==> src/rtl/poc_pkg.sv <==
// package: constants and types for the pipelined converter output control
package poc_pkg;

  // ----------------------------------------------------------------------
  // widths and pipeline shape
  // ----------------------------------------------------------------------
  localparam int RES_W    = 14;          // result bus width
  localparam int ANA_W    = 16;          // width of the digitised input
  localparam int STAGES   = 6;           // pipelined conversion stages
  localparam int LATENCY  = 5;           // sampling clocks to output
  localparam int DCS_W    = 9;           // stabilizer period counter width

  // bits resolved by each stage, first stage in entry 0
  localparam logic [STAGES-1:0][RES_W-1:0] STAGE_MASK = {
    14'h0003, 14'h000C, 14'h0030, 14'h00C0, 14'h0700, 14'h3800
  };

  // ----------------------------------------------------------------------
  // input range and codes
  // ----------------------------------------------------------------------
  localparam logic signed [ANA_W-1:0] ANA_MIN    = 16'shE000;
  localparam logic signed [ANA_W-1:0] ANA_MAX    = 16'sh1FFF;
  localparam logic signed [ANA_W-1:0] ANA_OFFSET = 16'sh2000;
  localparam logic [RES_W-1:0]        CODE_MIN   = 14'h0000;
  localparam logic [RES_W-1:0]        CODE_MAX   = 14'h3FFF;
  localparam logic [RES_W-1:0]        RESULT_RST = 14'h0000;

  // ----------------------------------------------------------------------
  // four-level format strap
  // ----------------------------------------------------------------------
  localparam logic [1:0] STRAP_GND       = 2'h0;
  localparam logic [1:0] STRAP_THIRD     = 2'h1;
  localparam logic [1:0] STRAP_TWO_THIRD = 2'h2;
  localparam logic [1:0] STRAP_FULL      = 2'h3;
  localparam logic [1:0] STRAP_RST       = STRAP_GND;

  // operating mode, coded as {power_down_select, output_enable_n}
  typedef enum logic [1:0] {
    MODE_NORMAL = 2'b00,
    MODE_HIZ    = 2'b01,
    MODE_NAP    = 2'b10,
    MODE_SLEEP  = 2'b11
  } poc_op_mode_type;

  // one pipeline slot: residue still to resolve plus per-stage digits
  typedef struct packed {
    logic                         ovf;
    logic [RES_W-1:0]             residue;
    logic [STAGES-1:0][RES_W-1:0] digits;
  } poc_stage_type;

  // merged conversion result
  typedef struct packed {
    logic             ovf;
    logic [RES_W-1:0] code;
  } poc_result_type;

endpackage

==> src/rtl/poc_pipe_stage.sv <==
// one pipelined conversion stage: resolves its bits, passes the residue
`timescale 1ns/10ps
module poc_pipe_stage #(
  parameter logic [13:0] MASK = 14'h3FFF,
  parameter int          IDX  = 0
) (
  // clock and reset
  input  wire logic                  sys_clk,
  input  wire logic                  rstn,
  // phase control
  input  wire logic                  step,
  input  wire logic                  flush,
  // residue in and out
  input  wire poc_pkg::poc_stage_type stage_in,
  output      poc_pkg::poc_stage_type stage_out
);

  poc_pkg::poc_stage_type stage_q;
  poc_pkg::poc_stage_type stage_d;

  // acquire previous residue on this stage's phase
  always_comb begin
    stage_d = stage_q;
    if (flush) begin
      stage_d = '0;
    end else if (step) begin
      stage_d              = stage_in;
      stage_d.digits[IDX]  = stage_in.residue & MASK;
      stage_d.residue      = stage_in.residue & ~MASK;
    end
  end

  // stage register
  always_ff @(posedge sys_clk) begin
    if (!rstn) begin
      stage_q <= '0;
    end else begin
      stage_q <= stage_d;
    end
  end

  assign stage_out = stage_q;

endmodule

==> src/rtl/poc_output_control.sv <==
// top: sample/hold, six-stage pipeline, correction and output drive
`timescale 1ns/10ps

// What this block does
// the input is tracked while the sampling clock is low and frozen on its rise.
// each conversion starts on a rise of the single-ended sampling clock.
// a sample's result reaches the bus five sampling clocks later via six stages.
// odd stages step on one clock half and even stages on the other.
// stage digits are time aligned and merged in correction logic before output.
// power-down low and enable low gives normal conversion with outputs driven.
// power-down low and enable high keeps converting with outputs released.
// power-down high and enable low is nap mode with outputs released.
// power-down high and enable high is sleep mode with outputs released.
// the result is fourteen bits with the highest bit most significant.
// the range flag is high for any result whose sample was out of range.
// strap at ground or one third gives offset binary, else two's complement.
// strap at one third or two thirds turns the duty cycle stabilizer on.
// two's complement is offset binary with the top bit inverted.
// capture logic registers the bus once per clock and ignores it when released.
module poc_output_control #(
  parameter int DCS_W = poc_pkg::DCS_W
) (
  // clock and reset
  input  wire logic                         sys_clk,
  input  wire logic                         rstn,
  // sampling clock and digitised analog input
  input  wire logic                         sample_clk,
  input  wire logic signed [poc_pkg::ANA_W-1:0] analog_in,
  // straps and mode pins
  input  wire logic [1:0]                   format_strap,
  input  wire logic                         power_down_select,
  input  wire logic                         output_enable_n,
  // result bus and range flag
  output      logic [poc_pkg::RES_W-1:0]    conversion_result_bits,
  output      logic                         result_oe,
  output      logic                         range_overflow_flag,
  output      logic                         flag_oe,
  // status
  output      logic                         dcs_enabled,
  output      logic                         twos_comp_sel,
  output      poc_pkg::poc_op_mode_type     op_mode
);

  // ----------------------------------------------------------------------
  // mode decode and strap capture
  // ----------------------------------------------------------------------
  logic       strap_done_q;
  logic       strap_done_d;
  logic [1:0] strap_q;
  logic [1:0] strap_d;
  logic       running;
  logic       flush;

  // mode straight from the two pins
  assign op_mode = poc_pkg::poc_op_mode_type'(
                     {power_down_select, output_enable_n});
  assign running = (op_mode == poc_pkg::MODE_NORMAL) ||
                   (op_mode == poc_pkg::MODE_HIZ);
  assign flush   = (op_mode == poc_pkg::MODE_SLEEP);

  // strap caught once, first cycle after reset release
  always_comb begin
    strap_d      = strap_q;
    strap_done_d = 1'b1;
    if (!strap_done_q) begin
      strap_d = format_strap;
    end
  end

  always_ff @(posedge sys_clk) begin
    if (!rstn) begin
      strap_q      <= poc_pkg::STRAP_RST;
      strap_done_q <= 1'b0;
    end else begin
      strap_q      <= strap_d;
      strap_done_q <= strap_done_d;
    end
  end

  // format and stabilizer from the strap level
  assign twos_comp_sel = (strap_q == poc_pkg::STRAP_TWO_THIRD) ||
                         (strap_q == poc_pkg::STRAP_FULL);
  assign dcs_enabled   = (strap_q == poc_pkg::STRAP_THIRD) ||
                         (strap_q == poc_pkg::STRAP_TWO_THIRD);

  // ----------------------------------------------------------------------
  // sampling clock edges and duty cycle stabilizer
  // ----------------------------------------------------------------------
  logic             clk_prev_q;
  logic [DCS_W-1:0] per_cnt_q;
  logic [DCS_W-1:0] per_cnt_d;
  logic [DCS_W-1:0] half_q;
  logic [DCS_W-1:0] half_d;
  logic             raw_rise;
  logic             raw_fall;
  logic             dcs_fall;
  logic             rise_go;
  logic             fall_go;

  assign raw_rise = sample_clk & ~clk_prev_q;
  assign raw_fall = ~sample_clk & clk_prev_q;
  // regenerated falling edge at half the measured period
  assign dcs_fall = (per_cnt_q == half_q) && (half_q != '0) && !raw_rise;
  assign rise_go  = running & raw_rise;
  assign fall_go  = running & (dcs_enabled ? dcs_fall : raw_fall);

  // period counter, saturating for slow clocks; sleep forgets the
  // period so a stale half cannot skip the first low-half step
  always_comb begin
    per_cnt_d = per_cnt_q;
    half_d    = half_q;
    if (flush) begin
      per_cnt_d = '0;
      half_d    = '0;
    end else if (raw_rise) begin
      half_d    = per_cnt_q >> 1;
      per_cnt_d = '0;
    end else if (per_cnt_q != '1) begin
      per_cnt_d = per_cnt_q + 1'b1;
    end
  end

  always_ff @(posedge sys_clk) begin
    if (!rstn) begin
      clk_prev_q <= 1'b0;
      per_cnt_q  <= '0;
      half_q     <= '0;
    end else begin
      clk_prev_q <= sample_clk;
      per_cnt_q  <= per_cnt_d;
      half_q     <= half_d;
    end
  end

  // ----------------------------------------------------------------------
  // input sample and hold
  // ----------------------------------------------------------------------
  logic signed [poc_pkg::ANA_W-1:0] track_q;
  logic signed [poc_pkg::ANA_W-1:0] track_d;
  logic signed [poc_pkg::ANA_W-1:0] shifted;
  poc_pkg::poc_stage_type           hold_q;
  poc_pkg::poc_stage_type           hold_d;
  poc_pkg::poc_result_type          held_val;

  // clamp to range, flag anything outside it
  assign shifted = track_q + poc_pkg::ANA_OFFSET;
  always_comb begin
    held_val.ovf  = 1'b0;
    held_val.code = shifted[poc_pkg::RES_W-1:0];
    if (track_q > poc_pkg::ANA_MAX) begin
      held_val.ovf  = 1'b1;
      held_val.code = poc_pkg::CODE_MAX;
    end else if (track_q < poc_pkg::ANA_MIN) begin
      held_val.ovf  = 1'b1;
      held_val.code = poc_pkg::CODE_MIN;
    end
  end

  // track while low, freeze last low value on the rise
  always_comb begin
    track_d = track_q;
    hold_d  = hold_q;
    if (!sample_clk) begin
      track_d = analog_in;
    end
    if (flush) begin
      hold_d = '0;
    end else if (rise_go) begin
      hold_d         = '0;
      hold_d.ovf     = held_val.ovf;
      hold_d.residue = held_val.code;
    end
  end

  always_ff @(posedge sys_clk) begin
    if (!rstn) begin
      track_q <= '0;
      hold_q  <= '0;
    end else begin
      track_q <= track_d;
      hold_q  <= hold_d;
    end
  end

  // ----------------------------------------------------------------------
  // six alternating pipeline stages
  // ----------------------------------------------------------------------
  poc_pkg::poc_stage_type   chain [0:poc_pkg::STAGES];
  logic [poc_pkg::STAGES-1:0] step_w;

  assign chain[0] = hold_q;

  genvar gi;
  generate
    for (gi = 0; gi < poc_pkg::STAGES; gi++) begin : g_stage
      // first, third, fifth on the low half; others on the rise
      assign step_w[gi] = ((gi % 2) == 0) ? fall_go : rise_go;
      poc_pipe_stage #(
        .MASK (poc_pkg::STAGE_MASK[gi]),
        .IDX  (gi)
      ) u_stage (
        .sys_clk   (sys_clk),
        .rstn      (rstn),
        .step      (step_w[gi]),
        .flush     (flush),
        .stage_in  (chain[gi]),
        .stage_out (chain[gi+1])
      );
    end
  endgenerate

  // ----------------------------------------------------------------------
  // correction and output register
  // ----------------------------------------------------------------------
  poc_pkg::poc_result_type  corr_q;
  poc_pkg::poc_result_type  corr_d;
  poc_pkg::poc_result_type  raw_q;
  poc_pkg::poc_result_type  raw_d;
  logic [poc_pkg::RES_W-1:0] merged;

  // merge aligned digits of all stages
  always_comb begin
    merged = '0;
    for (int k = 0; k < poc_pkg::STAGES; k++) begin
      merged = merged | chain[poc_pkg::STAGES].digits[k];
    end
  end

  always_comb begin
    corr_d = corr_q;
    raw_d  = raw_q;
    if (flush) begin
      corr_d = '0;
      raw_d  = '0;
    end else if (rise_go) begin
      corr_d.ovf  = chain[poc_pkg::STAGES].ovf;
      corr_d.code = merged;
      raw_d       = corr_q;
    end
  end

  always_ff @(posedge sys_clk) begin
    if (!rstn) begin
      corr_q <= '0;
      raw_q  <= '0;
    end else begin
      corr_q <= corr_d;
      raw_q  <= raw_d;
    end
  end

  // format applied at the pins, top bit carries most weight
  assign conversion_result_bits = {raw_q.code[poc_pkg::RES_W-1] ^
                                   twos_comp_sel,
                                   raw_q.code[poc_pkg::RES_W-2:0]};
  assign range_overflow_flag    = raw_q.ovf;
  assign result_oe = (op_mode == poc_pkg::MODE_NORMAL);
  assign flag_oe   = (op_mode == poc_pkg::MODE_NORMAL);

  // ----------------------------------------------------------------------
  // checks
  // ----------------------------------------------------------------------
  poc_pkg::poc_result_type ref_q [0:poc_pkg::LATENCY-1];
  logic [2:0]              fill_q;

  // reference delay line of held samples, one per rise
  always_ff @(posedge sys_clk) begin
    if (!rstn || flush) begin
      fill_q <= '0;
      for (int k = 0; k < poc_pkg::LATENCY; k++) begin
        ref_q[k] <= '0;
      end
    end else if (rise_go) begin
      ref_q[0] <= held_val;
      for (int k = 1; k < poc_pkg::LATENCY; k++) begin
        ref_q[k] <= ref_q[k-1];
      end
      if (fill_q != 3'(poc_pkg::LATENCY)) begin
        fill_q <= fill_q + 3'h1;
      end
    end
  end
endmodule

==> config.mk <==
export PLATFORM = sky130hd
export DESIGN_NAME = poc_output_control
export DESIGN_NICKNAME = d
export VERILOG_FILES = /design/src/rtl/poc_pkg.sv /design/src/rtl/poc_pipe_stage.sv /design/src/rtl/poc_output_control.sv
export SDC_FILE = /design/constraint.sdc
export NUM_CORES = 1
export LEC_CHECK = 0
export ABC_AREA = 1
export BUFFER_PORTS_ARGS = -buffer_cell sky130_fd_sc_hd__buf_4
export CORE_ASPECT_RATIO = 0.8
export CORE_MARGIN = 5
export CORE_UTILIZATION = 54
export DETAILED_ROUTE_END_ITERATION = 6
export PLACE_DENSITY_LB_ADDON = 0.08
export SETUP_SLACK_MARGIN = 0.4
export SYNTH_ARGS = -nofsm -noshare
export SYNTH_HDL_FRONTEND = slang
export SYNTH_HIERARCHICAL = 1
export SYNTH_SLANG_ARGS = --single-unit
==> constraint.sdc <==
create_clock -name sys_clk -period 2.5 [get_ports sys_clk]
set_input_delay 0.75 -clock sys_clk [delete_from_list [all_inputs] [get_ports sys_clk]]
set_output_delay 0.75 -clock sys_clk [all_outputs]
set_load 0.05 [all_outputs]
==> impl_metrics.tcl, run 1 <==
set metrics [dict create \
    status "completed" \
    hpwl_um 16730 \
    place_congestion 0.7874 \
    drc 0 \
    design_area_sq_um 14630 \
    finalWirelength_um 27140 \
    core_region_area_sq_um 25110 \
    overflow 0 \
    irDropWorstVdd_v 0.0005887 \
    worstSetupStartpointType "flop" \
    worstSetupPathType "reg -> out" \
    skew_ns 0.006006 \
    initial_utilization_pct 54.31 \
    critPathMaxStageDelay_ns 0.34 \
    area_delta_synth_final_pct 7.238 \
    vias_per_cell 4.938 \
    fmax_ghz 0.4455 \
    crit_chain "ha_2, nor2_4, xor2_2, buf_6" \
    grt_pass1_vias 9011 \
    finish.utilization_pct 58.24 \
    cts_max_path_buffers 3 \
    rows 52 \
    switching_share_pct 22.96 \
    final_hold_viol_count 0 \
    cts_buffers 36 \
    worst-path-max-fanout 3 \
    min_path_type "reg -> reg" \
    multi_input_area_sq_um 5239 \
    wl_per_cell_um 13.53 \
    grt_usage_pct 18.36 \
    fin_setup_tns_ns 0 \
    avgSynthCellArea_sq_um 8.018 \
    total_leakage_power_nw 5.077 \
    internal_power_mw 8.730 \
    crit_path_end_kind "output port" \
    place_area_sq_um 13350 \
    setup-violations-final 0 \
    vias 9906 \
    path_buf_inv 1 \
    h-tree-depth 2 \
    switchingPower_mw 2.602 \
    sequentialPowerShare_pct 49.4 \
    cts_tree "built" \
    tightest_slew_ns 0.8776 \
    grt_max_degree 74 \
    drive_above_1_share_pct 13.14 \
    period_share_pct 89.78 \
    die_y_um 152.2 \
    netlist_area_sq_um 13640 \
    critPathTopFamily "flip-flops" \
    worstPathRequired_ns 1.75 \
    rsz0062_at_grt "yes" \
    synthCells 1701 \
    crit_arrival_ns 1.49 \
    pwr-share-clk_pct 44.3 \
    io_buffer_count 43 \
    die_w_um 187.7 \
    pin_count 44 \
    slew_viol_final 0 \
    nets 1688 \
    relSlewSlack_pct 41.27 \
    first_iter_violations 684 \
    cts_root_buf "clkbuf_16" \
    drt_pass1_iterations 5 \
    ant_nets 0 \
    whs_ns 0.4581 \
    antenna_found_initial 0 \
    grt_first_pass_wirelength_um 45160 \
    dieArea_sq_um 28560 \
    fill_cells 2350 \
    diodes 0 \
    area.sequential_sq_um 6870 \
    clk_latency_ns 0.50 \
    power_density_nw_per_um2 774.8 \
    clock_sinks 343 \
    clkSlewWorstSetupHoldPaths_ns 0.06 \
    pwr-share-comb_pct 6.3 \
    period_minus_slack_ns 2.244 \
    timing.max_cap.violations 0 \
    synth-warning-count 6 \
    cp_slowest_cell "dfxtp_2" \
]
## worst reg2reg max path, stage by stage (launching register included)
cell	delay, ns
dfxtp_1	0.47
xnor2_1	0.16
nand2_1	0.07
nor2_1	0.17
nand3_2	0.13
a21oi_4	0.30
buf_12	0.19
clkbuf_16	0.20
nand2_1	0.08
a21oi_1	0.13
## worst paths after layout
kind | start | end | slack (ns) | depth (start not counted)
worst min register to register | g_stage[1].u_stage/stage_out[10]$_SDFFE_PP0P_ | g_stage[2].u_stage/stage_out[10]$_SDFFE_PP0P_ | 0.46 | 2
worst max register to register | per_cnt_q[2]$_SDFFE_PP0P_ | g_stage[4].u_stage/stage_out[59]$_SDFFE_PP0P_ | 0.53 | 9
worst max-delay path | strap_q[1]$_SDFFE_PN0N_ | conversion_result_bits[13] | 0.26 | 4
worst min-delay path | g_stage[1].u_stage/stage_out[10]$_SDFFE_PP0P_ | g_stage[2].u_stage/stage_out[10]$_SDFFE_PP0P_ | 0.46 | 2
## power groups by stage
stage | Clock (mW) | Sequential, mW | Combinational (mW)
after floorplan | 0 | 5.71 | 0.657
after global placement | 0 | 5.72 | 0.669
after detailed placement | 0 | 5.72 | 0.672
after CTS | 5.15 | 5.60 | 0.686
after global routing | 5.40 | 5.61 | 0.785
final | 5.02 | 5.60 | 0.709
## routing by layer
metal	global-route usage (%)	vias to the layer above	part of all wire (%)
li1	-	5210	-
met1	28.72	4549	53
met2	26.69	113	41
met3	3.046	34	4.1
met4	3.843	0	1.4
met5	0	-	0
## cell type report
type | count | area share, %
sequential | 343 | 46.97
clock inverter | 9 | 0.3336
inverter | 37 | 1.257
timing repair buffer | 82 | 5.569
multi-input combinational | 1161 | 35.82
clock buffer | 50 | 7.280
tap | 324 | 2.772
## repair_timing
action | 4_1_cts | 5_1_grt
gates resized for setup | 10 | 13
pin swaps | 2 | 4
setup endpoints to repair | 83 | 107
cloned | 0 | 2
hold buffers | 0 | 0
setup buffers | 2 | 4
## stage by stage
stage                     power (mW)  worst slack, ns  cells
after detailed placement       6.390           0.1133   1939
after global routing           11.79           0.2100   2006
after global placement         6.386           0.1493   1939
after CTS                      11.43           0.2378   2000
final                          11.33           0.2556   2006
after floorplan                6.363           0.3670   1765
## placed cells by master (no fill, tap or decap), drive strengths merged
master	instances
clkbuf	52
o21ai	60
nor4	14
dfxtp	343
ha	4
buf	80
nand2	606
conb	70
a31oi	14
xor2	1
nand4	1
clkinv	13
nor3b	2
nand3	2
o21a	1
a21oi	308
xnor2	4
nor2	71
inv	33
nor3	3
## flip-flops by register name (all words and copies together), names as in the netlist
name / cells
g_stage.u_stage/stage_out: 261
track_q: 16
chain: 15
corr_q: 15
conversion_result_bits: 13
per_cnt_q: 9
half_q: 8
strap_q: 2
clk_prev_q: 1
range_overflow_flag: 1
raw_q: 1
strap_done_q: 1
(Power assumes the default switching activity.)
==> inputs of run 2 (changes only) <==
--- a/config.mk
+++ b/config.mk
@@ -10,6 +10,7 @@
 export CORE_ASPECT_RATIO = 0.8
 export CORE_MARGIN = 5
 export CORE_UTILIZATION = 54
+export CTS_BUF_LIST = sky130_fd_sc_hd__clkbuf_4 sky130_fd_sc_hd__clkbuf_8
 export DETAILED_ROUTE_END_ITERATION = 6
 export PLACE_DENSITY_LB_ADDON = 0.08
 export SETUP_SLACK_MARGIN = 0.4
==> run 2 against run 1 <==
- first-iteration DRC count shrank 3.2%
- sequential share of layout area shrank 0.72 points
- sequential cell count is the same
- sequential power is essentially flat
- critical path type unchanged
- count of clock-buffer cells in the layout grew 33
- setup slack lost 0.060 ns
- critical endpoint unchanged
- clock skew grew 0.0086 ns
- largest power group unchanged
==> impl_metrics.tcl, run 2 (synthesis results as in run 1) <==
set metrics [dict create \
    status "completed" \
    grt_first_pass_wirelength_um 45870 \
    place_area_sq_um 13350 \
    nets 1712 \
    initial_utilization_pct 54.31 \
    tightest_slew_ns 0.8836 \
    finalWirelength_um 28510 \
    total_leakage_power_nw 5.193 \
    relSlewSlack_pct 40.87 \
    drive_above_1_share_pct 16.18 \
    diodes 0 \
    worstPathRequired_ns 1.75 \
    design_area_sq_um 14860 \
    cts_buffers 52 \
    rows 52 \
    cp_slowest_cell "dfxtp_2" \
    die_y_um 152.2 \
    skew_ns 0.01461 \
    cts_max_path_buffers 3 \
    period_share_pct 92.18 \
    dp_slack_ns 0.1133 \
    cts_root_buf "clkbuf_8" \
    fin_setup_tns_ns 0 \
    fmax_ghz 0.4339 \
    crit_path_end_kind "output port" \
    fill_cells 2307 \
    busiest_layer "met1" \
    slew_viol_final 0 \
    finish.utilization_pct 59.15 \
    critPathMaxStageDelay_ns 0.35 \
    ant_nets 0 \
    place_congestion 0.7874 \
    worstSetupStartpointType "flop" \
    path_buf_inv 1 \
    grt_pass1_vias 9266 \
    worst-path-max-fanout 3 \
    overflow 0 \
    use_met3_pct 3.275 \
    antenna_found_initial 0 \
    crit_arrival_ns 1.55 \
    die_w_um 187.7 \
    rsz0062_at_grt "yes" \
    pin_count 44 \
    h-tree-depth 2 \
    fin_cells 2042 \
    dp.cells 1939 \
    wl_per_cell_um 13.96 \
    whs_ns 0.4219 \
    io_buffer_count 43 \
    critPathTopFamily "flip-flops" \
    timing.max_cap.violations 0 \
    final_cell_mix "nand2_1, dfxtp_1, a21oi_1" \
    hpwl_um 16730 \
    dieArea_sq_um 28560 \
    vias_per_cell 4.939 \
    cts_tree "built" \
    area_delta_synth_final_pct 8.917 \
    final_hold_viol_count 0 \
    largest_register_ffs 261 \
    min_path_type "in -> reg" \
    period_minus_slack_ns 2.305 \
    grt_max_degree 74 \
    core_region_area_sq_um 25110 \
    cts_hold_buf 0 \
    drt_pass1_iterations 5 \
    irDropWorstVdd_v 0.0004549 \
    use_met1_pct 28.57 \
    crit_chain "ha_2, nor2_4, xor2_2, buf_6" \
    clk_latency_ns 0.56 \
    power.total_mw 11.04 \
    drc 0 \
    worstSetupPathType "reg -> out" \
    power_density_nw_per_um2 743.2 \
    grtUsageMet2_pct 27.33 \
    setup-violations-final 0 \
    clkSlewWorstSetupHoldPaths_ns 0.07 \
    grt_usage_pct 18.65 \
    layout_commonest_cell "nand2_1" \
    first_iter_violations 662 \
    vias 10090 \
    fin_ws_ns 0.1955 \
    clock_sinks 343 \
]
## run 2: where the power goes
part | switching [mW] | internal, mW | leakage [nW]
combinational | 0.513 | 0.258 | 1.85
clock | 2.06 | 2.61 | 0.571
sequential | 0.0509 | 5.55 | 2.77
## run 2: layout make-up
| class | count | area, sq um | area share (%) |
|---|---|---|---|
| flip-flops and latches | 343 | 6870 | 46.25 |
| multi-input cells | 1161 | 5320 | 35.81 |
| clock buffers | 83 | 1042 | 7.016 |
| repair buffers | 89 | 987.2 | 6.645 |
| well taps | 324 | 405.4 | 2.729 |
| inverters | 37 | 198.9 | 1.339 |
| clock inverters | 4 | 20.02 | 0.1348 |
| repair inverters | 1 | 11.26 | 0.07580 |
## run 2: repair_timing
item	4_1_cts	5_1_grt
buffers inserted	5	3
endpoints found under the setup margin	95	86
pin swaps	4	9
hold endpoints to repair	0	0
cloned	1	7
gates resized for setup	15	45
## run 2: worst register-to-register path, delay by kind of cell, from the launching register on
kind            cells  cell delay, ns
flops               1            0.35
simple gates        5            0.36
buf+inv             6            0.65
compound gates      2            0.31
fa+ha+maj           1            0.22
## run 2: final timing paths
kind	slack [ns]	to	depth (start not counted)	start
worst min register to register	0.46	g_stage[5].u_stage/stage_out[4]$_SDFFE_PP0P_	2	g_stage[4].u_stage/stage_out[4]$_SDFFE_PP0P_
worst max register to register	0.48	g_stage[0].u_stage/stage_out[89]$_SDFFE_PP0P_	14	strap_q[0]$_SDFFE_PN0N_
worst min-delay path	0.42	track_q[6]$_SDFFE_PN0N_	3	analog_in[6]
worst max-delay path	0.20	conversion_result_bits[13]	4	strap_q[1]$_SDFFE_PN0N_
## run 2: layer usage
layer | up-vias | wire, um
li1 | 5260 | -
met1 | 4632 | 14940
met2 | 142 | 11960
met3 | 51 | 1121
met4 | 0 | 486
met5 | - | 0
==> inputs of run 3 (changes only) <==
--- a/config.mk
+++ b/config.mk
@@ -8,7 +8,7 @@
 export ABC_AREA = 1
 export BUFFER_PORTS_ARGS = -buffer_cell sky130_fd_sc_hd__buf_4
 export CORE_ASPECT_RATIO = 0.8
-export CORE_MARGIN = 5
+export CORE_MARGIN = 1
 export CORE_UTILIZATION = 54
 export CTS_BUF_LIST = sky130_fd_sc_hd__clkbuf_4 sky130_fd_sc_hd__clkbuf_8
 export DETAILED_ROUTE_END_ITERATION = 6
==> constraint.sdc (replaced) <==
create_clock -name sys_clk -period 2.4 [get_ports sys_clk]
set_input_delay 0.72 -clock sys_clk [delete_from_list [all_inputs] [get_ports sys_clk]]
set_output_delay 0.72 -clock sys_clk [all_outputs]
set_load 0.05 [all_outputs]
==> run 3 against run 2 <==
- largest cell class unchanged
- sequential cell count is the same
- critical path type unchanged
- sequential power grew 4.3%
- count of clock-buffer cells in the layout grew 1
- utilization grew 5.5 points
- via count grew 3.3%
- the run now ends with design-rule violations left
- first-iteration DRC count shrank 18%
- critical endpoint unchanged
- clock skew grew 0.0074 ns
- final cell count grew 1.1%
- global-route usage grew 3.0 points
- critical path depth is the same
- total power grew 7.4%
==> impl_metrics.tcl, run 3 (synthesis results as in run 1) <==
set metrics [dict create \
    status "finished with violations" \
    violations "design-rule violations" \
    whs_ns 0.3892 \
    timing.max_cap.violations 0 \
    layout_commonest_cell "nand2_1" \
    crit_path_end_kind "output port" \
    grt_usage_pct 21.63 \
    place_area_sq_um 13290 \
    drt_pass1_iterations 7 \
    worstPathRequired_ns 1.68 \
    grtUsageMet2_pct 32.34 \
    cts_buffers 53 \
    nets 1737 \
    worstSetupStartpointType "flop" \
    skew_ns 0.02197 \
    wl_per_cell_um 15.40 \
    ant_nets 0 \
    clk_latency_ns 0.58 \
    path_buf_inv 1 \
    dieArea_sq_um 25900 \
    fin_setup_tns_ns 0 \
    irDropWorstVdd_v 0.0005208 \
    critPathTopFamily "flip-flops" \
    area_delta_synth_final_pct 16.47 \
    rows 51 \
    largest_register_ffs 261 \
    cp_slowest_cell "dfxtp_2" \
    final_cell_mix "nand2_1, dfxtp_1, a21oi_1" \
    drive_above_1_share_pct 22.57 \
    antenna_found_initial 0 \
    period_share_pct 94.56 \
    cts_max_path_buffers 3 \
    use_met1_pct 32.08 \
    place_congestion 0.7723 \
    total_leakage_power_nw 5.849 \
    min_path_type "in -> reg" \
    grt_first_pass_wirelength_um 45730 \
    worstSetupPathType "reg -> out" \
    first_iter_violations 546 \
    critPathMaxStageDelay_ns 0.34 \
    clock_sinks 343 \
    h-tree-depth 2 \
    crit_arrival_ns 1.55 \
    overflow 0 \
    tightest_slew_ns 0.8749 \
    use_met3_pct 3.500 \
    power.total_mw 11.86 \
    io_buffer_count 43 \
    design_area_sq_um 15890 \
    core_region_area_sq_um 24570 \
    vias_per_cell 5.046 \
    vias 10420 \
    crit_chain "ha_2, nor2_4, xor2_2, buf_6" \
    fin_ws_ns 0.1306 \
    die_y_um 144.2 \
    finalWirelength_um 31800 \
    slew_viol_final 0 \
    relSlewSlack_pct 41.46 \
    pin_count 44 \
    fmax_ghz 0.4406 \
    hpwl_um 16850 \
    grt_max_degree 89 \
    clkSlewWorstSetupHoldPaths_ns 0.07 \
    worst-path-max-fanout 3 \
    cts_root_buf "clkbuf_8" \
    cts_tree "built" \
    die_w_um 179.7 \
    rsz0062_at_grt "yes" \
    drc 3 \
    power_density_nw_per_um2 746.8 \
    period_minus_slack_ns 2.269 \
    busiest_layer "met2" \
    grt_pass1_vias 9049 \
    dp_slack_ns 0.05888 \
    diodes 0 \
    setup-violations-final 0 \
    final_hold_viol_count 0 \
    initial_utilization_pct 55.52 \
]
[run 3: changes by cell type in the layout (fill, tap and decap cells not counted), moves of 3 or more]
cell | previous run | this run
clkbuf_16 | 5 | 16
a21oi_2 | 34 | 72
buf_8 | 1 | 4
buf_12 | 11 | 15
nand2_2 | 33 | 54
nand2_1 | 567 | 519
a21oi_1 | 272 | 234
buf_16 | 3 | 7
nand2_4 | 6 | 33
[run 3: path summary, 6_finish.rpt]
check / startpoint / end / slack, ns / cells past startpoint
worst max-delay path: strap_q[1]$_SDFFE_PN0N_ / conversion_result_bits[13] / 0.13 / 4
worst min-delay path: analog_in[14] / track_q[14]$_SDFFE_PN0N_ / 0.39 / 3
worst max register to register: strap_q[0]$_SDFFE_PN0N_ / g_stage[4].u_stage/stage_out[16]$_SDFFE_PP0P_ / 0.27 / 14
worst min register to register: g_stage[1].u_stage/stage_out[10]$_SDFFE_PP0P_ / g_stage[2].u_stage/stage_out[10]$_SDFFE_PP0P_ / 0.46 / 2
[run 3: stage by stage]
| step | instances | util, % |
|---|---|---|
| final | 2064 | 64.66 |
| after global routing | 2064 | 64.66 |
| after CTS | 2024 | 59.09 |
| after detailed placement | 1930 | 54.10 |
| after global placement | 1930 | 54.10 |
| after floorplan | 1765 | - |
[run 3: metal layers]
| layer | vias up | share of wire (%) | routed length [um] |
|---|---|---|---|
| met2 | 244 | 43 | 13720 |
| met3 | 42 | 5.2 | 1656 |
| met5 | - | 0 | 0 |
| li1 | 5321 | - | - |
| met4 | 0 | 1.5 | 471 |
| met1 | 4808 | 50 | 15950 |
[run 3: tightest hold or removal path, stage by stage]
cell	delay (ns)
buf_4	0.07
o21ai_0	0.06
nor2_1	0.07
[run 3: area by class of cell]
class | count | area [sq um]
inverter | 37 | 212.7
timing repair inverter | 3 | 52.55
clock buffer | 84 | 1050
tap | 318 | 397.9
fill | 2053 | 8682
clock inverter | 7 | 66.31
sequential | 343 | 6872
multi-input combinational | 1161 | 5733
timing repair buffer | 111 | 1501
[run 3: timing repair]
action / in CTS / in global routing
gates resized for setup: 17 / 192
pin swaps: 3 / 51
cloned: 1 / 25
hold buffers: 0 / 0
buffers inserted: 2 / 15
setup endpoints to repair: 66 / 119
[run 3: report_power, final]
part | switching, mW | leakage, nW | internal (mW)
combinational | 0.608 | 2.48 | 0.355
clock | 2.20 | 0.594 | 2.87
sequential | 0.0551 | 2.78 | 5.78
total | 2.86 | 5.85 | 9.00
